### src/core/pio_map.vh
// register map, reset values and timing constants for the pin mux block
`ifndef PIO_MAP_VH
`define PIO_MAP_VH

// register byte offsets
`define OFS_MODE 8'h00
`define OFS_DIR 8'h04
`define OFS_PULL 8'h08
`define OFS_DOUT 8'h0C
`define OFS_PINS 8'h10
`define OFS_REGION 8'h14
`define OFS_STATUS 8'h18

// power-on values: pins 4..9 normal, pull-down on 1, 10, 22, 23
`define MODE_RST 32'hFFFF_FC0F
`define DIR_RST 32'h0000_0000
`define PULL_RST 32'hFF3F_FBFD
`define DOUT_RST 32'h0000_0000

// pins whose pull is fixed when used as programmable_io
`define FORCE_UP_MASK 32'h0000_03B0
`define FORCE_DN_MASK 32'h0000_0040
`define FORCE_MASK 32'h0000_03F0
// pins kept normal when the address_enable_strap is low
`define STRAP_LOCK_MASK 32'h2400_0000
// sync_ready_input pin index
`define SYNC_READY_INPUT_BIT 6

// region config bits
`define REG_LOWER_BIT 0
`define REG_UPPER_BIT 1
// status bits
`define ST_LATCHED_BIT 0
`define ST_STRAP_BIT 1
`define ST_FETCH_BIT 2

// boot vector
`define RESET_VECTOR 20'hF_FFF0

// timing, clock 100 MHz
`define CLK_PERIOD_NS 10
`define RESET_HOLD_MS 1
`define STRAP_WINDOW_CYC 3
// latch on the first edge out of internal reset, third after the pin rises
`define STRAP_SAMPLE_CYC 4'h0
`define FETCH_DELAY_TENTHS 65
`define FETCH_DELAY_CYC ((`FETCH_DELAY_TENTHS + 9) / 10)
`define CNT_MAX 4'hF

`endif

### src/core/pio_mux_reset_straps.v
// programmable pin mux with reset synchroniser and strap latch
// Notes on behaviour
// - thirty-two independently configurable pins
// - each pin: enable, direction, pull select
// - power-on pulls and normal pins as documented
// - top address pins stay normal after reset
// - direction, enable, ready pins stay normal
// - address, direction, enable pins offer pull-up
// - ready pin as programmable_io offers pull-down
// - ready forced low while pin is programmable
// - strap low locks pins 26, 29 normal
// - strap high: gate bus by region bits
// - strap low: bus always muxed, bits ignored
// - strap sampled within three clocks after release
// - latched strap modes held until reset
// - reset stops all, clears, vectors boot address
// - reset pin synchronised internally
// - fetch begins seven clocks after internal reset release (6.5 rounded up)
`include "pio_map.vh"
`timescale 1ns/1ps
`default_nettype none

module pio_mux_reset_straps #(
  parameter NPINS = 32
) (
  input wire clk,
  input wire rst,
  // wishbone classic slave
  input wire wb_cyc_i,
  input wire wb_stb_i,
  input wire wb_we_i,
  input wire [7:0] wb_adr_i,
  input wire [31:0] wb_dat_i,
  input wire [3:0] wb_sel_i,
  output wire [31:0] wb_dat_o,
  output wire wb_ack_o,
  // board side reset and strap
  input wire external_clear_pin_n,
  input wire address_enable_strap,
  // pads
  input wire [NPINS-1:0] pad_in,
  output wire [NPINS-1:0] pad_out,
  output wire [NPINS-1:0] pad_oe_n,
  output wire [NPINS-1:0] pad_pull_up,
  output wire [NPINS-1:0] pad_pull_down,
  // peripheral side of each pin
  input wire [NPINS-1:0] periph_out,
  input wire [NPINS-1:0] periph_oe,
  output wire [NPINS-1:0] periph_in,
  // bus phase information from the bus unit
  input wire addr_phase,
  input wire lower_memory_select,
  input wire upper_memory_select,
  output wire muxed_bus_addr_drive,
  // ready path
  input wire sync_ready_input,
  output wire sync_ready_internal,
  // core reset and fetch start
  output wire core_reset,
  output wire fetch_enable,
  output wire fetch_start,
  output wire [19:0] reset_vector
);

  // byte lane merge for writes
  function [31:0] merge_sel;
    input [31:0] old_val;
    input [31:0] new_val;
    input [3:0] sel;
    integer i;
    begin
      merge_sel = old_val;
      for (i = 0; i < 4; i = i + 1) begin
        if (sel[i]) begin
          merge_sel[i*8 +: 8] = new_val[i*8 +: 8];
        end
      end
    end
  endfunction

  reg clr_meta_reg;
  reg clr_sync_reg;
  reg [3:0] post_cnt_reg;
  reg [3:0] post_cnt_next;
  reg strap_latched_reg;
  reg strap_value_reg;
  reg fetch_en_reg;
  reg fetch_start_reg;
  reg [31:0] mode_reg;
  reg [31:0] dir_reg;
  reg [31:0] pull_reg;
  reg [31:0] dout_reg;
  reg [1:0] region_reg;
  reg ack_reg;
  reg [31:0] rdata_reg;
  reg [31:0] rdata_next;
  reg [NPINS-1:0] pad_out_reg;
  reg [NPINS-1:0] pad_oe_n_reg;
  reg [NPINS-1:0] pull_up_reg;
  reg [NPINS-1:0] pull_dn_reg;
  reg [NPINS-1:0] pin_in_reg;
  reg bus_drive_reg;
  reg ready_reg;
  wire int_rst;
  wire strap_low;
  wire wb_req;
  wire wb_wr;
  wire [31:0] mode_eff;
  wire [31:0] dir_eff;
  wire [31:0] pull_eff;

  // two-flop synchroniser on the reset pin
  always @(posedge clk) begin
    if (rst) begin
      clr_meta_reg <= 1'b0;
      clr_sync_reg <= 1'b0;
    end else begin
      clr_meta_reg <= external_clear_pin_n;
      clr_sync_reg <= clr_meta_reg;
    end
  end

  // internal reset while either source asserted
  assign int_rst = rst | ~clr_sync_reg;

  // cycles since release, saturating
  always @* begin
    post_cnt_next = post_cnt_reg;
    if (post_cnt_reg != `CNT_MAX) begin
      post_cnt_next = post_cnt_reg + 4'h1;
    end
  end

  always @(posedge clk) begin
    if (int_rst) begin
      post_cnt_reg <= 4'h0;
    end else begin
      post_cnt_reg <= post_cnt_next;
    end
  end

  // strap latch, held until the next reset
  always @(posedge clk) begin
    if (int_rst) begin
      strap_latched_reg <= 1'b0;
      strap_value_reg <= 1'b1;
    end else if (!strap_latched_reg &&
                 post_cnt_reg == `STRAP_SAMPLE_CYC) begin
      strap_latched_reg <= 1'b1;
      strap_value_reg <= address_enable_strap;
    end
  end

  // low strap means locked pins and plain muxed bus
  assign strap_low = strap_latched_reg & ~strap_value_reg;

  // fetch enable after the release delay
  always @(posedge clk) begin
    if (int_rst) begin
      fetch_en_reg <= 1'b0;
      fetch_start_reg <= 1'b0;
    end else begin
      fetch_start_reg <= 1'b0;
      if (!fetch_en_reg &&
          post_cnt_reg == `FETCH_DELAY_CYC - 1) begin
        fetch_en_reg <= 1'b1;
        fetch_start_reg <= 1'b1;
      end
    end
  end

  // wishbone decode
  assign wb_req = wb_cyc_i & wb_stb_i & ~ack_reg;
  assign wb_wr = wb_req & wb_we_i;

  // configuration registers, loaded with their reset values by any reset
  always @(posedge clk) begin
    if (int_rst) begin
      mode_reg <= `MODE_RST;
      dir_reg <= `DIR_RST;
      pull_reg <= `PULL_RST;
      dout_reg <= `DOUT_RST;
      region_reg <= 2'b00;
    end else if (wb_wr) begin
      if (wb_adr_i == `OFS_MODE) begin
        mode_reg <= merge_sel(mode_reg, wb_dat_i, wb_sel_i);
      end else if (wb_adr_i == `OFS_DIR) begin
        dir_reg <= merge_sel(dir_reg, wb_dat_i, wb_sel_i);
      end else if (wb_adr_i == `OFS_PULL) begin
        pull_reg <= merge_sel(pull_reg, wb_dat_i, wb_sel_i);
      end else if (wb_adr_i == `OFS_DOUT) begin
        dout_reg <= merge_sel(dout_reg, wb_dat_i, wb_sel_i);
      end else if (wb_adr_i == `OFS_REGION) begin
        if (wb_sel_i[0] && !strap_low) begin
          region_reg <= wb_dat_i[1:0];
        end else if (wb_sel_i[0]) begin
          region_reg <= 2'b00;
        end
      end
    end
  end

  // effective settings after strap lock and fixed pulls
  assign mode_eff = strap_low ?
                    (mode_reg & ~`STRAP_LOCK_MASK) : mode_reg;
  assign dir_eff = strap_low ?
                   (dir_reg & ~`STRAP_LOCK_MASK) : dir_reg;
  assign pull_eff = (pull_reg & ~`FORCE_MASK) |
                    `FORCE_UP_MASK;

  // read mux
  always @* begin
    rdata_next = 32'h0000_0000;
    if (wb_adr_i == `OFS_MODE) begin
      rdata_next = mode_eff;
    end else if (wb_adr_i == `OFS_DIR) begin
      rdata_next = dir_eff;
    end else if (wb_adr_i == `OFS_PULL) begin
      rdata_next = pull_eff;
    end else if (wb_adr_i == `OFS_DOUT) begin
      rdata_next = dout_reg;
    end else if (wb_adr_i == `OFS_PINS) begin
      rdata_next = pin_in_reg;
    end else if (wb_adr_i == `OFS_REGION) begin
      rdata_next[1:0] = region_reg;
    end else if (wb_adr_i == `OFS_STATUS) begin
      rdata_next[`ST_LATCHED_BIT] = strap_latched_reg;
      rdata_next[`ST_STRAP_BIT] = strap_value_reg;
      rdata_next[`ST_FETCH_BIT] = fetch_en_reg;
    end
  end

  // ack one cycle after request, dropped the next
  always @(posedge clk) begin
    if (rst) begin
      ack_reg <= 1'b0;
      rdata_reg <= 32'h0000_0000;
    end else begin
      ack_reg <= wb_req;
      if (wb_req) begin
        rdata_reg <= rdata_next;
      end
    end
  end

  assign wb_ack_o = ack_reg;
  assign wb_dat_o = rdata_reg;

  // per-pin pad drive, registered
  always @(posedge clk) begin
    if (int_rst) begin
      pad_out_reg <= {NPINS{1'b0}};
      pad_oe_n_reg <= {NPINS{1'b1}};
      pull_up_reg <= {NPINS{1'b0}};
      pull_dn_reg <= {NPINS{1'b0}};
      pin_in_reg <= {NPINS{1'b0}};
    end else begin
      pin_in_reg <= pad_in;
      pad_out_reg <= (mode_eff & dout_reg) |
                     (~mode_eff & periph_out);
      pad_oe_n_reg <= ~((mode_eff & dir_eff) |
                        (~mode_eff & periph_oe));
      pull_up_reg <= mode_eff & ~dir_eff & pull_eff;
      pull_dn_reg <= mode_eff & ~dir_eff & ~pull_eff;
    end
  end

  assign pad_out = pad_out_reg;
  assign pad_oe_n = pad_oe_n_reg;
  assign pad_pull_up = pull_up_reg;
  assign pad_pull_down = pull_dn_reg;
  assign periph_in = pad_in;

  // address phase gating and ready forcing
  always @(posedge clk) begin
    if (int_rst) begin
      bus_drive_reg <= 1'b1;
      ready_reg <= 1'b0;
    end else begin
      bus_drive_reg <= strap_low | ~(addr_phase &
        ((lower_memory_select & region_reg[`REG_LOWER_BIT]) |
         (upper_memory_select &
          region_reg[`REG_UPPER_BIT])));
      ready_reg <= sync_ready_input &
                   ~mode_eff[`SYNC_READY_INPUT_BIT];
    end
  end

  assign muxed_bus_addr_drive = bus_drive_reg;
  assign sync_ready_internal = ready_reg;
  assign core_reset = int_rst;
  assign fetch_enable = fetch_en_reg;
  assign fetch_start = fetch_start_reg;
  assign reset_vector = `RESET_VECTOR;

endmodule // pio_mux_reset_straps

`default_nettype wire

### config.mk
export PLATFORM = sky130hd
export DESIGN_NAME = pio_mux_reset_straps
export DESIGN_NICKNAME = d
export VERILOG_FILES = /design/src/core/pio_mux_reset_straps.v
export VERILOG_INCLUDE_DIRS = /design/src /design/src/core
export SDC_FILE = /design/constraint.sdc
export NUM_CORES = 1
export LEC_CHECK = 0
export ABC_AREA = 0
export BUFFER_PORTS_ARGS = -buffer_cell sky130_fd_sc_hd__buf_4
export CAP_MARGIN = 10
export CORE_ASPECT_RATIO = 1.5
export CORE_MARGIN = 2
export CORE_UTILIZATION = 47
export DETAILED_ROUTE_END_ITERATION = 7
export GPL_ROUTABILITY_DRIVEN = 1
export PLACE_DENSITY = 0.76
export SLEW_MARGIN = 20
export SYNTH_ARGS = -nofsm -noshare
export SYNTH_HDL_FRONTEND = slang
export SYNTH_SLANG_ARGS = --single-unit
### constraint.sdc
create_clock -name clk -period 2.2 [get_ports clk]
set_input_delay 0.44 -clock clk [delete_from_list [all_inputs] [get_ports clk]]
set_output_delay 0.44 -clock clk [all_outputs]
set_load 0.01 [all_outputs]
Yosys cells after proc, flatten, opt, wreduce, memory -nomap -nowiden
Index checks and enable logic that the tools add are counted.
Word-level totals
  register bits after elaboration: 331
  input bits: 151
  output and inout bits: 218
  word-level logic and storage cells: 115
Operators by class
  add/sub/neg operators: 1
  equality and inequality tests: 8
  muxes and demuxes: 14
  bitwise logic cells: 33
  reductions and logical operators: 26
Operators with widths (number)
  32-bit AND: 7
  32-bit two-way mux: 4
  32-bit inverter: 4
  32-bit bitwise OR: 2
  30-bit two-way mux: 2
  29-bit two-way mux: 1
  8-bit by 5-bit == test with 1-bit output (second input constant): 3
  6-bit AND reduction: 4
  5-bit AND reduction: 4
  8-bit by 4-bit == test with 1-bit output (second input constant): 2
  4-bit AND reduction: 4
  3-bit AND reduction: 4
  1-bit inverter: 9
  1-bit AND: 8
  8-bit by 3-bit == test with 1-bit output (second input constant): 1
  8-bit zero test: 1
  7-bit AND reduction: 1
  2-bit two-way mux: 3
  3-bit two-way mux: 2
  4-bit by 1-bit adder with 4-bit output (second input constant): 1
  4-bit by 3-bit == test with 1-bit output (second input constant): 1
  4-bit zero test: 1
  4-bit inequality test (second input constant): 1
  1-bit logical AND: 3
  4 further kinds: 9

Longest topological paths before layout
  depth in word-level cells: 8
  depth in mapped cells: 8
  depth with buffers taken out: 5

Least setup slack after synthesis
OpenSTA, ideal clock, no wires.
  kind: input port to flip-flop
  start point: input wb_adr_i[4]
  end point: register mode_reg[16]
  library setup time: 0.129 ns
  arrival: 2.216 ns
  required time: 2.071 ns
  path slack: -0.145 ns
  stages: 7
  path buffers: 3
  cells stage by stage: buf_6 -> or4_4 -> buf_6 -> buf_12 -> nor4_4 -> mux2i_1 -> nand2_1
On the way
  cells in the longest elaborated chain, start to end: 2
RTL lines
  start, declared: RTL line pio_mux_reset_straps.v:32  | input wire [7:0] wb_adr_i,
  8-bit zero test (no line)
  3-bit AND reduction (no line)
  end signal, assigned: RTL line pio_mux_reset_straps.v:179  | mode_reg <= `MODE_RST;
  end signal, assigned: RTL line pio_mux_reset_straps.v:186  | mode_reg <= merge_sel(mode_reg, wb_dat_i, wb_sel_i);
  end, declared: RTL line pio_mux_reset_straps.v:89  | reg [31:0] mode_reg;
No other way between the ends.
A chain may end at the register's enable or synchronous reset.

Worst setup path in the final report
  start point: register clr_sync_reg
  end point: output core_reset
On the way
  cells in the longest elaborated chain, start to end: 2
RTL lines
  start, declared: RTL line pio_mux_reset_straps.v:82  | reg clr_sync_reg;
  start signal, assigned: RTL line pio_mux_reset_straps.v:119  | clr_sync_reg <= clr_meta_reg;
  1-bit inverter: RTL line pio_mux_reset_straps.v:124  | assign int_rst = rst | ~clr_sync_reg;
  1-bit bitwise OR: RTL line pio_mux_reset_straps.v:124
  end, declared: RTL line pio_mux_reset_straps.v:59  | output wire core_reset,
No other way between the ends.

==> impl_metrics.tcl <==
set metrics [dict create \
    endpoint_kind "output port" \
    grt_use_total 0.276 \
    totalWireLength_um 42400 \
    cts_htree_levels 1 \
    grt_pass1_wl_um 64100 \
    synth_top_area_share 0.493 \
    crit_type "flip-flop to output port" \
    critPathMaxFanout 21 \
    slew_headroom 0.643 \
    dieHeight_um 209 \
    worstPathRequired_ns 1.76 \
    layout_commonest_cell "buf_4" \
    hold_viol_final 0 \
    crit_family "buffers and inverters" \
    grt_max_degree 78 \
    setup_viol 0 \
    clock_path_buffers 3 \
    synth_area_leaders "dfxtp_1, mux2i_1, nand2_1" \
    slowest_delay_ns 0.31 \
    critPathLaunchType "flip-flop" \
    drv_cap 0 \
    drc 0 \
    hold_buffers 0 \
    die_width_um 140 \
    avgViaCountPerCell 5.65 \
    stdcell_count 2038 \
    timing.final.max_slew_violations 0 \
    r2r_slack_ns 0.52 \
    post_cts_buffers 0 \
    row_count 74 \
    ir_worst_vdd_mv 0.640 \
    start_util 0.481 \
    insertion_delay_ns 0.56 \
    dp.cells 1984 \
    rsz0062_at_grt "false" \
    timing.fmax_ghz 0.521 \
    worstPathArrival_ns 1.48 \
    ys_types 59 \
    path_cells "nor2b_4, inv_4, buf_4" \
    final_nets 1827 \
    p_per_area_nw_per_um2 722 \
    gp_congestion 0.917 \
    ant_nets 0 \
    synth_area_leader_cell "dfxtp_1" \
    io_pins 369 \
    grt_pass1_vias 11700 \
    antenna_found_initial 1 \
    synth_edf_count 0 \
    post_cts_resized 0 \
    fin_crit_ns 1.92 \
    dp_hpwl_um 30500 \
    ys_seq_elements 323 \
    layout-drive-gt1-share 0.317 \
    path_clk_slew_ns 0.07 \
    cts_tree "done" \
    clock-root-buffer "clkbuf_16" \
    async_flop_share 0 \
    drtIter0Drc 687 \
    synth_area_per_cell_um2 9.78 \
    netlist_instances 1342 \
    tightest_slew_ns 0.535 \
    synth_warnings 0 \
    finClkSkew_ns 0.0150 \
    core_area_um2 27300 \
    syn_area_um2 13100 \
    port-buffer-count 342 \
    cts_made_buffers 29 \
    cp_slowest_cell "dfxtp_1" \
    vias 11500 \
    firstDrtPassIters 5 \
    hold_path.class "primary input to flip-flop" \
    wl_per_cell_um 20.8 \
    crit_buf_inv 2 \
    ys.flop_type "dfxtp_1" \
    p_leak_nw 7.04 \
    status "finished, final reports clean" \
    post-route-period-util 0.873 \
    cts_sinks 323 \
    grt-ovfl-total 0 \
    synth_seq_area_share 0.493 \
    power_w 0.0125 \
    syn_to_final_growth_pct 32.0 \
    dieArea_um2 29300 \
    most-common-layout-cells "buf_4, dfxtp_1, nand2_1" \
]
## path summary, 6_finish.rpt
check | from | depth (start not counted) | to
worst max-delay path | clr_sync_reg | 3 | core_reset
worst min-delay path | addr_phase | 2 | muxed_bus_addr_drive
worst max register to register | wb_ack_o | 6 | mode_reg[31]
worst min register to register | clr_meta_reg | 1 | clr_sync_reg
## synthesized netlist by cell type, types with 18 or more instances
cell type,instances
nor2_1,111
o22ai_1,27
nand2_1,127
and2_1,47
buf_4,58
a21oi_1,73
clkbuf_1,72
mux2i_1,122
a31oi_1,18
nor4b_1,28
dfxtp_1,323
and4b_1,24
mux2_2,41
o21ai_0,51
nand3_1,38
## area by class of cell
cell class | instances | area (um^2)
Multi-Input combinational cell | 887 | 5940
Clock buffer | 39 | 813
Clock inverter | 14 | 256
Fill cell | 2214 | 9990
Sequential cell | 323 | 6470
Inverter | 8 | 32.5
Timing Repair Buffer | 424 | 3380
Antenna cell | 1 | 2.50
Tap cell | 342 | 428
## power breakdown
| group | switching [W] | internal (W) | total, W |
|---|---|---|---|
| clock network | 0.00224 | 0.00342 | 0.00566 |
| registers | 0.0000259 | 0.00590 | 0.00592 |
| logic | 0.000497 | 0.000427 | 0.000923 |
## cell families (layout without fill, tap and decap cells)
| logic type | Yosys count | after routing | share of synthesized area |
|---|---|---|---|
| xor+xnor | 2 | 2 | 0.00133 |
| flops | 323 | 323 | 0.493 |
| fa+ha+maj | 3 | 3 | 0.00286 |
| simple gates | 446 | 446 | 0.192 |
| buf+inv | 156 | 485 | 0.0644 |
| other cells | 2 | 27 | 0.000572 |
| compound gates | 247 | 247 | 0.118 |
| mux | 163 | 163 | 0.128 |
## layer usage
metal / track usage / part of all wire / up-vias
met2: 0.519 / 0.52 / 536
met5: 0 / 0 / -
met1: 0.299 / 0.36 / 5496
met3: 0.0412 / 0.066 / 125
met4: 0.136 / 0.048 / 0
li1: - / - / 5361
## metrics by stage
stage	util	worst slack [ns]	hold slack, ns	setup TNS [ns]	area, um^2
global route	0.634	0.199	0.0724	0	17300
floorplan	-	-0.0521	0.414	-0.585	13300
global placement	0.595	-0.0540	0.419	-0.226	16200
detailed placement	0.595	-0.100	0.433	-2.21	16200
CTS	0.634	0.254	0.0639	0	17300
finish	0.634	0.280	0.0783	0	17300
(Power assumes the default switching activity.)
